[src/verilog/wdt_pkg.sv]
// Purpose: constants shared by the watchdog design files
// Assumes: 32-bit axi4-lite register bus, one clock
// Notes: offsets are byte addresses
package wdt_pkg;
  // ---------------------------------------------------------------
  // register map
  // ---------------------------------------------------------------
  localparam logic [7:0] mode_offset = 8'h00;
  localparam logic [7:0] key_offset = 8'h04;
  localparam logic [7:0] status_offset = 8'h08;
  localparam logic [7:0] clear_offset = 8'h0c;
  // ---------------------------------------------------------------
  // mode register fields
  // ---------------------------------------------------------------
  localparam int enable_pos = 7;
  localparam int period_lsb = 4;
  localparam int idle_pos = 2;
  localparam int action_pos = 1;
  localparam logic enable_reset = 1'b1;
  localparam logic [2:0] period_reset = 3'h0;
  localparam logic idle_reset = 1'b0;
  localparam logic action_reset = 1'b1;
  localparam logic [31:0] mode_rd_mask = 32'h0000_00f6;
  // ---------------------------------------------------------------
  // key codes, timing and bus response codes
  // ---------------------------------------------------------------
  localparam logic [7:0] disable_key = 8'hb1;
  localparam logic [7:0] clear_key = 8'h4e;
  localparam int period_base_log2 = 15;
  localparam int period_step_log2 = 2;
  localparam logic [2:0] period_max_code = 3'h5;
  localparam int counter_width = 26;
  localparam logic [1:0] resp_okay = 2'h0;
  localparam logic [1:0] resp_slverr = 2'h2;
endpackage

[src/verilog/wdt_bus_if.sv]
// Purpose: register-write and mode/status readback carrier between slave and core
// Assumes: single clock
// Notes: none
`timescale 1ns/100ps
interface wdt_bus_if;
  logic wr_mode;
  logic wr_key;
  logic wr_clear;
  logic [31:0] wdata;
  logic [31:0] mode_word;
  logic running;
  logic expired;
  modport slave (output wr_mode, output wr_key, output wr_clear, output wdata,
    input mode_word, input running, input expired);
  modport core (input wr_mode, input wr_key, input wr_clear, input wdata,
    output mode_word, output running, output expired);
endinterface

[src/verilog/system_watchdog_timer.sv]
// Purpose: watchdog timer with axi4-lite register slave
// Assumes: aclk at 125 MHz, cpu_idle synchronous to aclk
// Notes: expiry raises a non-maskable request or a reset request
//
// The AXI4-Lite interface to the registers was left to the implementer.
`timescale 1ns/100ps
module system_watchdog_timer
  import wdt_pkg::*;
(
  input wire logic aclk,
  input wire logic aresetn,
  input wire logic [7:0] s_axi_awaddr,
  input wire logic s_axi_awvalid,
  output logic s_axi_awready,
  input wire logic [31:0] s_axi_wdata,
  input wire logic [3:0] s_axi_wstrb,
  input wire logic s_axi_wvalid,
  output logic s_axi_wready,
  output logic [1:0] s_axi_bresp,
  output logic s_axi_bvalid,
  input wire logic s_axi_bready,
  input wire logic [7:0] s_axi_araddr,
  input wire logic s_axi_arvalid,
  output logic s_axi_arready,
  output logic [31:0] s_axi_rdata,
  output logic [1:0] s_axi_rresp,
  output logic s_axi_rvalid,
  input wire logic s_axi_rready,
  input wire logic cpu_idle,
  output logic watchdog_nmi_request,
  output logic watchdog_reset_request
);
  typedef struct packed {
    logic aw_held;
    logic [7:0] awaddr;
    logic w_held;
    logic [31:0] wdata;
    logic bvalid;
    logic [1:0] bresp;
    logic rvalid;
    logic [31:0] rdata;
    logic [1:0] rresp;
  } slave_s;
  slave_s state_reg;
  slave_s state_next;
  logic do_write;
  logic [7:0] rd_word;
  wdt_bus_if bus ();
  // ---------------------------------------------------------------
  // counter core
  // ---------------------------------------------------------------
  wdt_counter_core core_i (
    .aclk(aclk),
    .aresetn(aresetn),
    .cpu_idle(cpu_idle),
    .bus(bus),
    .watchdog_nmi_request(watchdog_nmi_request),
    .watchdog_reset_request(watchdog_reset_request)
  );
  // ---------------------------------------------------------------
  // axi4-lite slave
  // ---------------------------------------------------------------
  assign s_axi_awready = !state_reg.aw_held && !state_reg.bvalid;
  assign s_axi_wready = !state_reg.w_held && !state_reg.bvalid;
  assign s_axi_arready = !state_reg.rvalid;
  assign do_write = state_reg.aw_held && state_reg.w_held && !state_reg.bvalid;
  assign rd_word = {state_reg.awaddr[7:2], 2'b00};
  always_comb begin
    state_next = state_reg;
    bus.wr_mode = 1'b0;
    bus.wr_key = 1'b0;
    bus.wr_clear = 1'b0;
    bus.wdata = state_reg.wdata;
    if (s_axi_awvalid && s_axi_awready) begin
      state_next.aw_held = 1'b1;
      state_next.awaddr = s_axi_awaddr;
    end
    if (s_axi_wvalid && s_axi_wready) begin
      state_next.w_held = 1'b1;
      state_next.wdata = s_axi_wdata;
    end
    if (do_write) begin
      state_next.aw_held = 1'b0;
      state_next.w_held = 1'b0;
      state_next.bvalid = 1'b1;
      state_next.bresp = resp_okay;
      case (rd_word)
        mode_offset: bus.wr_mode = 1'b1;
        key_offset: bus.wr_key = 1'b1;
        clear_offset: bus.wr_clear = 1'b1;
        status_offset: state_next.bresp = resp_okay;
        default: state_next.bresp = resp_slverr;
      endcase
    end
    if (state_reg.bvalid && s_axi_bready) begin
      state_next.bvalid = 1'b0;
    end
    if (s_axi_arvalid && s_axi_arready) begin
      state_next.rvalid = 1'b1;
      state_next.rresp = resp_okay;
      case ({s_axi_araddr[7:2], 2'b00})
        mode_offset: state_next.rdata = bus.mode_word & mode_rd_mask;
        key_offset: state_next.rdata = 32'h0;
        clear_offset: state_next.rdata = 32'h0;
        status_offset: state_next.rdata = {30'h0, bus.expired, bus.running};
        default: begin
          state_next.rdata = 32'h0;
          state_next.rresp = resp_slverr;
        end
      endcase
    end else if (state_reg.rvalid && s_axi_rready) begin
      state_next.rvalid = 1'b0;
    end
  end
  always_ff @(posedge aclk) begin
    if (!aresetn) begin
      state_reg <= '0;
    end else begin
      state_reg <= state_next;
    end
  end
  assign s_axi_bvalid = state_reg.bvalid;
  assign s_axi_bresp = state_reg.bresp;
  assign s_axi_rvalid = state_reg.rvalid;
  assign s_axi_rdata = state_reg.rdata;
  assign s_axi_rresp = state_reg.rresp;
endmodule

[src/verilog/wdt_counter_core.sv]
// Purpose: watchdog mode register, run state and period counter
// Assumes: idle indication comes from logic on the same clock
// Notes: expiry actions are single-cycle pulses
`timescale 1ns/100ps
module wdt_counter_core
  import wdt_pkg::*;
(
  input wire logic aclk,
  input wire logic aresetn,
  input wire logic cpu_idle,
  wdt_bus_if.core bus,
  output logic watchdog_nmi_request,
  output logic watchdog_reset_request
);
  typedef struct packed {
    logic en;
    logic [2:0] period;
    logic idle_run;
    logic action;
    logic running;
    logic expired;
    logic [counter_width-1:0] count;
    logic nmi;
    logic rst;
  } core_s;
  core_s state_reg;
  core_s state_next;
  logic [counter_width-1:0] limit;
  logic counting;
  // ---------------------------------------------------------------
  // next state
  // ---------------------------------------------------------------
  always_comb begin
    state_next = state_reg;
    state_next.nmi = 1'b0;
    state_next.rst = 1'b0;
    limit = counter_width'((64'd1 << (period_base_log2 +
      period_step_log2 * int'(state_reg.period))) - 64'd1);
    counting = state_reg.running && (state_reg.period <= period_max_code) &&
      (!cpu_idle || state_reg.idle_run);
    if (bus.wr_mode) begin
      state_next.en = bus.wdata[enable_pos];
      state_next.period = bus.wdata[period_lsb +: 3];
      state_next.idle_run = bus.wdata[idle_pos];
      state_next.action = bus.wdata[action_pos];
      if (bus.wdata[enable_pos]) begin
        state_next.running = 1'b1;
      end
    end
    if (bus.wr_key && bus.wdata[7:0] == disable_key && !state_reg.en) begin
      state_next.running = 1'b0;
      state_next.count = '0;
    end
    if (bus.wr_key && bus.wdata[7:0] == clear_key) begin
      state_next.count = '0;
    end else if (bus.wr_clear) begin
      state_next.expired = 1'b0;
    end
    if (counting && !(bus.wr_key && bus.wdata[7:0] == clear_key)) begin
      if (state_reg.count >= limit) begin
        state_next.count = '0;
        state_next.expired = 1'b1;
        if (state_reg.action) begin
          state_next.rst = 1'b1;
        end else begin
          state_next.nmi = 1'b1;
        end
      end else begin
        state_next.count = state_reg.count + 1'b1;
      end
    end
  end
  // ---------------------------------------------------------------
  // state register
  // ---------------------------------------------------------------
  always_ff @(posedge aclk) begin
    if (!aresetn) begin
      state_reg <= '0;
      state_reg.en <= enable_reset;
      state_reg.period <= period_reset;
      state_reg.idle_run <= idle_reset;
      state_reg.action <= action_reset;
      state_reg.running <= 1'b1;
    end else begin
      state_reg <= state_next;
    end
  end
  assign bus.mode_word = {24'h0, state_reg.en, state_reg.period, 1'b0,
    state_reg.idle_run, state_reg.action, 1'b0};
  assign bus.running = state_reg.running;
  assign bus.expired = state_reg.expired;
  assign watchdog_nmi_request = state_reg.nmi;
  assign watchdog_reset_request = state_reg.rst;
endmodule

[config.mk]
export PLATFORM = sky130hd
export DESIGN_NAME = system_watchdog_timer
export DESIGN_NICKNAME = d
export VERILOG_FILES = /design/src/verilog/wdt_pkg.sv /design/src/verilog/wdt_bus_if.sv /design/src/verilog/system_watchdog_timer.sv /design/src/verilog/wdt_counter_core.sv
export SDC_FILE = /design/constraint.sdc
export NUM_CORES = 1
export LEC_CHECK = 0
export ABC_AREA = 1
export ABC_CLOCK_PERIOD_IN_PS = 2300
export BUFFER_PORTS_ARGS = -buffer_cell sky130_fd_sc_hd__buf_2
export CAP_MARGIN = 10
export CORE_MARGIN = 3
export CORE_UTILIZATION = 53
export DETAILED_ROUTE_END_ITERATION = 7
export PLACE_DENSITY = 0.8
export SYNTH_ARGS = -nofsm -noshare
export SYNTH_HDL_FRONTEND = slang
export SYNTH_SLANG_ARGS = --single-unit
[constraint.sdc]
create_clock -name aclk -period 2.3 [get_ports aclk]
set_input_delay 0.575 -clock aclk [delete_from_list [all_inputs] [get_ports aclk]]
set_output_delay 0.575 -clock aclk [all_outputs]
set_load 0.03 [all_outputs]
======== After elaboration in Yosys (flattened, before gate mapping) ========
Index checks and enable logic that the tools add are counted.
word-level totals
  logic and storage cells ................. 92
  register bits ........................... 92
  output and inout bits ................... 43
cells by class
  reductions and logical operators ........ 35
  multiplexer cells ....................... 24
  $add $sub $neg .......................... 3
  equal/unequal tests ..................... 8
  bitwise operators ....................... 1
  shifts and indexed selects .............. 1
  magnitude comparators ................... 2
operators with widths
  operator                                                count
  2-to-1 mux 26 bit                                       3
  << shifter 1 x 32 -> 26 bit (first input constant)      1
  2-to-1 mux 29 bit                                       1
  adder 26 x 1 -> 26 bit (second input constant)          1
  >= comparator 26 bit                                    1
  subtractor 26 x 1 -> 26 bit (second input constant)     1
  equality test 6 x 2 -> 1 bit (second input constant)    4
  2-to-1 mux 1 bit                                        16
  case mux 8 bit (2 select lines)                         1
  logical AND 1 bit                                       15
  equality test 6 x 1 -> 1 bit (second input constant)    2
  equality test 8 x 7 -> 1 bit (second input constant)    1
  equality test 8 bit (second input constant)             1
  logical NOT 8 bit                                       1
  OR reduction 4 bit                                      2
  logical NOT 1 bit                                       7
  logical NOT 6 bit                                       1
  2-to-1 mux 2 bit                                        3
  nonzero test 2 bit                                      3
  adder 4 x 4 -> 5 bit (first input constant)             1
  OR reduction 2 bit                                      2
  less-or-equal comparator 3 bit (second input constant)  1
  AND reduction 3 bit                                     1
  nonzero test 3 bit                                      1
  other kinds (3)                                         3

======== Logic depth before layout (Yosys ltp) ========
Gate-level depths: netlist (run 1).
  depth in word-level cells ............... 8
  mapped depth ............................ 16
  depth with buffers taken out ............ 16

======== By module ========
From an unflattened synthesis (run 1), not the netlist that was laid out.
second synthesis, totals
  cells, all modules ...................... 799
  area, all modules ....................... 5,380.2 um^2
modules (own cells, without submodules)
  module                 area an instance (um^2)  seq. area each (um^2)  instances  cells each
  wdt_counter_core       3,183.1                  720.7                  1          515
  system_watchdog_timer  2,197.1                  1,021.0                1          284

======== Least setup slack after synthesis (run 1) ========
Ideal clock, no wire load.
  path kind ............................... reg2reg
  start point ............................. register core_i.state_reg, in the netlist core_i.bus.mode_word[6]
  end point ............................... register core_i.state_reg, in the netlist core_i.bus.expired
  library setup time ...................... 123 ps
  period minus slack after synthesis ...... 2,075 ps
  buffers on the path ..................... 1
  path slack .............................. 225 ps
  cell stages (with the launch flop) ...... 15
  data arrival time ....................... 1,952 ps
  path through ............................ dfxtp_1 > buf_6 > inv_1 > o21ai_0 > nand2_1 > ha_1 > nand2_1 > nor2_1 > and2_1 > nand2_1 > nand2_1 > nor2_1 > nor2_1 > nand2_1 > o21ai_0
between the ends
  cells in the longest elaborated chain, start to end .. 6
  elaborated cells between the ends (all ways) .. 10
  classes of those cells .................. add/sub (2); order compare (2); shift (1); mux (2); reduce/logical (3)
ends and longest elaborated chain
  what                         line                    text
  from (decl)                  wdt_counter_core.sv:26  core_s state_reg;
  from (signal assigned)       wdt_counter_core.sv:85  state_reg <= state_next;
  adder 4 x 4 -> 5 bit         wdt_counter_core.sv:37  limit = counter_width'((64'd1 << (period_base_log2 +
  << shifter 1 x 32 -> 26 bit  wdt_counter_core.sv:37
  subtractor 26 x 1 -> 26 bit  wdt_counter_core.sv:38  period_step_log2 * int'(state_reg.period))) - 64'd1);
  >= comparator 26 bit         wdt_counter_core.sv:60  if (state_reg.count >= limit) begin
  2-to-1 mux 1 bit             wdt_counter_core.sv:60
  2-to-1 mux 29 bit *          wdt_counter_core.sv:59  if (counting && !(bus.wr_key && bus.wdata[7:0] == clear_key)) begin
Mark *: on every way between the ends. The rest lies on a longest branch, timed or not.
A chain may end at the register's enable or synchronous reset.

======== Final worst setup path (run 1) ========
  start point ............................. register core_i.state_reg, in the netlist core_i.bus.mode_word[5]
  end point ............................... register core_i.state_reg[25] (netlist bit)
between the ends
  cells in the longest elaborated chain, start to end .. 6
  elaborated cells between the ends (all ways) .. 11
  classes of those cells .................. add/sub (2); order compare (2); shift (1); mux (2); reduce/logical (4)
ends and longest elaborated chain
  what                         line
  adder 4 x 4 -> 5 bit         wdt_counter_core.sv:37
  << shifter 1 x 32 -> 26 bit  wdt_counter_core.sv:37
  subtractor 26 x 1 -> 26 bit  wdt_counter_core.sv:38
  >= comparator 26 bit         wdt_counter_core.sv:60
  2-to-1 mux 26 bit            wdt_counter_core.sv:60
  2-to-1 mux 29 bit            wdt_counter_core.sv:59
Several ways; a longest one is shown, not always the timed one.

==> results.cfg, run 1 <==
[clock_network]
cts_tree = built
cts_buffers = 9
cts_root_buffer = clkbuf_8
cts_buffer_depth = 2
clkLatencyLatePin_ns = 0.35
postCtsHoldBufs = 0
cts.reportedPaths.clkPinSlew_ns = 0.08
htreeDepth = 3
cts.sinks = 63

[global_route]
grt.met3_usage_pct = 3.45
grt_pass1_wl_microns = 15800
grtUsageMet1_pct = 26.4
grt_max_degree = 40
busiest_layer = met2
antenna_found_initial = 0
grtUsageTotal_pct = 22.3
grt_overflow = 0
gr-usage-met2_pct = 40.0
grt_pass1_vias = 3637

[floorplanning]
die_h_microns = 94.2
die_area_sq_mm = 0.00888
core_sq_mm = 0.00741
floorplan.initialDensity_pct = 55.7
pin_count = 103
dieWidth_microns = 94.2
rows = 31

[synthesis]
async_reset_ff_share_pct = 0
synth_area_sq_mm = 0.00413
yosysTopAreaCell = dfxtp_1
ys_warn_count = 0
syn_avg_cell_area_sq_um = 6.56
ys_seq_elements = 63
ys_seq_area_share_pct = 30.6
netlist_instances = 629
synth_top_area_share_pct = 30.6
synthTopCellsByArea = dfxtp_1 (31%), nand2_1 (13%), nor2_1 (8.8%), ha_1 (8.2%), inv_1 (7.2%)
ys.flop_type = dfxtp_1
netlist-cell-type-count = 37
synth-edff-count = 0

[placement]
dp_hpwl_microns = 7040
placedCellCount = 765
dp_slack_ns = -0.0397
io_buffer_count = 43
placed_area_sq_mm = 0.00430
place.gp.congestion = 0.912

[drt]
wire_per_inst_microns = 12.2
drt-total-wl_microns = 9540
postRouteAntennaNets = 0
drc = 0
viasPerCell = 5.03
drtPass1Iterations = 5
vias = 3938
drtIter0Drc = 290

[pwr]
peakVddDrop_v = 0.000522
power_mw = 2.52
power_density_mw_per_mm2 = 552
p_leak_nw = 2.26

[sta]
finalCritPeriodShare_pct = 93.6
period_minus_slack_ns = 2.15
timing.fmax_mhz = 465
maxSlewHeadroom_pct = 59.3
hold_slack_ns = 0.410
tns_ns = 0
finalHoldViolations = 0
finalSetupViolations = 0
drv_slew = 0
clock_skew_ns = 0.00799
layout_setup_ws_ns = 0.148
tightest_slew_ns = 0.606

[final_layout]
multi_input_area_sq_mm = 0.00235
area_growth_pct = 10.5
largest_reg_flops = 26
regArea_sq_mm = 0.00126
num-fill-cells = 707
fin_nets = 766
layout_commonest_cell = nand2_1
mostFrequentLayoutCells = nand2_1 (145), nor2_1 (93), inv_1 (79), dfxtp_1 (61), buf_2 (43)
fin_cells = 783
n_antenna_cell = 0
final_area_sq_mm = 0.00456
final_core_util_pct = 61.5
drive_gt1_share_pct = 13.9

[critical_path]
worstPathRequired_ns = 2.59
arrival_ns = 2.44
path_max_fanout = 6
worstSetupStartpointType = register
crit_type = register to register
crit_path_end_kind = register

[hold_path]
min-delay-path-class = register to register

[outcome]
status = finished, final reports clean

[run]
max_cap_viol_count = 0
## kinds of logic after synthesis
family | share of synthesized area, %
buf+inv | 16.3
xor+xnor | 1.91
simple gates | 32.1
fa+ha+maj | 8.19
other cells | 0.182
flops | 30.6
compound gates | 10.7
## metal layers
| layer | share of wire, % | wire length [microns] |
|---|---|---|
| met1 | 42 | 4050 |
| met2 | 50 | 4760 |
| met3 | 5.5 | 527 |
| met4 | 2.0 | 195 |
| met5 | 0 | 0 |
## path summary, 6_finish.rpt
path / startpoint / endpoint / slack [ns] / cells past startpoint
worst min register to register: core_i.bus.mode_word[1] / core_i.watchdog_nmi_request / 0.41 / 1
worst min-delay path: core_i.bus.mode_word[1] / core_i.watchdog_nmi_request / 0.41 / 1
worst max-delay path: core_i.bus.mode_word[5] / core_i.state_reg[25] / 0.15 / 12
worst max register to register: core_i.bus.mode_word[5] / core_i.state_reg[25] / 0.15 / 12
## worst max-delay path, cell delays in order, from the launching register on
cell and delay (ns):
dfxtp_2 0.36, nor2_2 0.11, inv_1 0.09, a21oi_1 0.16, ha_1 0.26, a21o_1 0.18, nor2_1 0.10, nand2_1 0.10
a21oi_2 0.16, nand3_2 0.13, nand2_4 0.14, clkinvlp_4 0.18, nor2_1 0.12
## timing repair
item / in CTS / in global routing
setup endpoints to repair: 28 / 28
pin swaps: 0 / 2
cloned: 0 / 1
setup buffers: 0 / 1
resized for setup: 2 / 15
## power by group
part / switching (mW) / internal (mW)
Sequential: 0.0308 / 1.14
Clock: 0.471 / 0.502
Combinational: 0.271 / 0.105
## cell usage after synthesis, types with 3 or more instances
library cell / instances
xor2_1: 8
a21oi_1: 42
nand2_2: 4
nand4_1: 6
nand3b_1: 6
inv_1: 79
inv_2: 3
o21ai_0: 33
nor3_1: 9
nand3_1: 33
nand2_1: 147
buf_6: 3
clkbuf_1: 7
buf_4: 37
dfxtp_1: 63
nor2_1: 97
ha_1: 27
## cell type report
cell class	instances	share of cell area [%]
Timing Repair inverter	1	0.165
Clock buffer	9	2.72
Inverter	83	6.89
Timing Repair Buffer	54	6.53
Sequential cell	63	27.7
Clock inverter	7	1.62
Multi-Input combinational cell	467	51.6
Tap cell	99	2.72
Note: power is estimated with default switching activity, not from simulation.
==> inputs of run 2 (changes only) <==
- REMOVE_ABC_BUFFERS: unset -> 1
==> results.cfg, run 2 (synthesis gave the netlist of run 1 again) <==
[outcome]
status = finished, final reports clean

[floorplanning]
die_h_microns = 94.2
pin_count = 103
rows = 31
core_sq_mm = 0.00741
floorplan.initialDensity_pct = 55.7
die_area_sq_mm = 0.00888
dieWidth_microns = 94.2

[critical_path]
r2r-start = core_i.bus.mode_word[6]
worstSetupStartpointType = register
crit_chain = inv_1 > o21ai_2 > nand2_1 > ha_1 > nand2_1 > nor2_2 > nand2_1 > nor2_2 > inv_1 > nor2_4 > nor2_4 > nor2_1 > nand2_1 > nor2_1
crit_path_end_kind = register
worst-r2r-cell-count = 14
worst-r2r-setup-slack_ns = 0.16
slowest_delay_ns = 0.38
worstPathRequired_ns = 2.59
arrival_ns = 2.43
reg2reg_to = core_i.watchdog_nmi_request
crit_family = simple AND/OR/NAND/NOR gates
crit_top_cell = nand2_1
cpMaxStageDelayCell = dfxtp_4
path_buf_inv = 2
crit_type = register to register
path_max_fanout = 8

[sta]
finalSetupViolations = 0
drv_slew = 0
tightest_slew_ns = 0.545
maxSlewHeadroom_pct = 63.5
tns_ns = 0
finalCritPeriodShare_pct = 93.1
period_minus_slack_ns = 2.14
timing.fmax_mhz = 467
finalHoldViolations = 0
clock_skew_ns = 0.0107

[clock_network]
cts_buffers = 9
cts_setup_buffers = 0
cts_buffer_depth = 2
htreeDepth = 3
clkLatencyLatePin_ns = 0.36
cts.reportedPaths.clkPinSlew_ns = 0.08
cts_tree = built
cts_root_buffer = clkbuf_8
cts.sinks = 63

[final_layout]
fin_nets = 765
largest_reg_flops = 26
regArea_sq_mm = 0.00127
area_growth_pct = 10.8
final_core_util_pct = 61.7
multi_input_area_sq_mm = 0.00236
n_antenna_cell = 0
drive_gt1_share_pct = 13.8
layout_commonest_cell = nand2_1
num-fill-cells = 691
fin_cells = 782
mostFrequentLayoutCells = nand2_1 (145), nor2_1 (92), inv_1 (79), dfxtp_1 (61), buf_2 (43)

[pwr]
peakVddDrop_v = 0.000419
power_density_mw_per_mm2 = 561
p_leak_nw = 2.27

[global_route]
grt_pass1_wl_microns = 15700
antenna_found_initial = 0
grt_overflow = 0
grt_max_degree = 40
grtUsageTotal_pct = 21.9
grt_pass1_vias = 3713

[drt]
viasPerCell = 5.10
drtIter0Drc = 217
drt-total-wl_microns = 9510
wire_per_inst_microns = 12.2
vias = 3990
postRouteAntennaNets = 0
drc = 0
drtPass1Iterations = 5

[placement]
place.gp.congestion = 0.933
io_buffer_count = 43
placedCellCount = 765
dp_hpwl_microns = 6910

[hold_path]
worstHoldPathCells = 1
min-delay-path-class = register to register
hold_end = core_i.watchdog_nmi_request
holdCritStartpoint = core_i.bus.mode_word[1]

[run]
max_cap_viol_count = 0
[run 2: cell types whose count changed in the layout (fill, tap and decap cells not counted)]
cell,change
inv_4,-1
inv_6,+1
o21ai_1,-2
nor2_1,-1
o21ai_0,+2
dfxtp_4,+1
clkbuf_8,+2
clkinv_4,-1
clkbuf_1,+1
dfxtp_2,-1
nor2_4,+1
clkinvlp_4,-2
buf_4,-1
[run 2: worst max-delay path by stage]
stage	start	endpoint	slack [ns]	cells after the start
final	core_i.bus.mode_word[6]	core_i.watchdog_nmi_request	0.16	14
after floorplan	core_i.bus.mode_word[6]	core_i.bus.expired	0.18	13
after CTS	core_i.bus.mode_word[6]	core_i.state_reg[5]	0.0009	13
after detailed placement	core_i.bus.mode_word[6]	core_i.bus.expired	-0.20	13
after global placement	core_i.bus.mode_word[6]	core_i.bus.expired	-0.03	13
after global routing	core_i.bus.mode_word[6]	core_i.watchdog_reset_request	-0.01	14
[run 2: metrics by stage]
stage                     setup WS (ns)  total power [mW]  hold WS (ns)  area (sq um)
after floorplan                   0.178              1.45         0.392          3890
after global placement          -0.0260              1.54         0.403          4300
after detailed placement         -0.196              1.55         0.417          4300
after CTS                      0.000851              2.56         0.437          4520
after global routing            -0.0107              2.67         0.452          4570
final                             0.160              2.56         0.439          4570
[run 2: cell type report]
type                            count  area share (%)
Timing Repair Buffer               53            6.35
Multi-Input combinational cell    467            51.7
Inverter                           83            6.92
Sequential cell                    63            27.7
Clock buffer                       12            3.39
Tap cell                           99            2.71
Timing Repair inverter              1           0.109
Clock inverter                      4            1.15
[run 2: routing by layer]
metal / track usage (%) / vias up / part of all wire (%) / wire [microns]
met1: 25.7 / 1805 / 43 / 4080
met4: 7.22 / 0 / 1.6 / 151
li1: - / 2027 / - / -
met5: 0 / - / 0 / 0
met3: 4.89 / 16 / 6.3 / 600
met2: 39.1 / 142 / 49 / 4680
[run 2: repair_timing]
item | CTS | global route
setup endpoints to repair | 28 | 29
gates resized for setup | 5 | 14
hold buffers | 0 | 0
pin swaps | 0 | 1
cloned | 0 | 1
[run 2: power breakdown]
part	total (mW)	switching [mW]	internal (mW)
logic	0.374	0.270	0.104
clock network	1.02	0.459	0.564
registers	1.17	0.0311	1.14
total	2.56	0.760	1.80
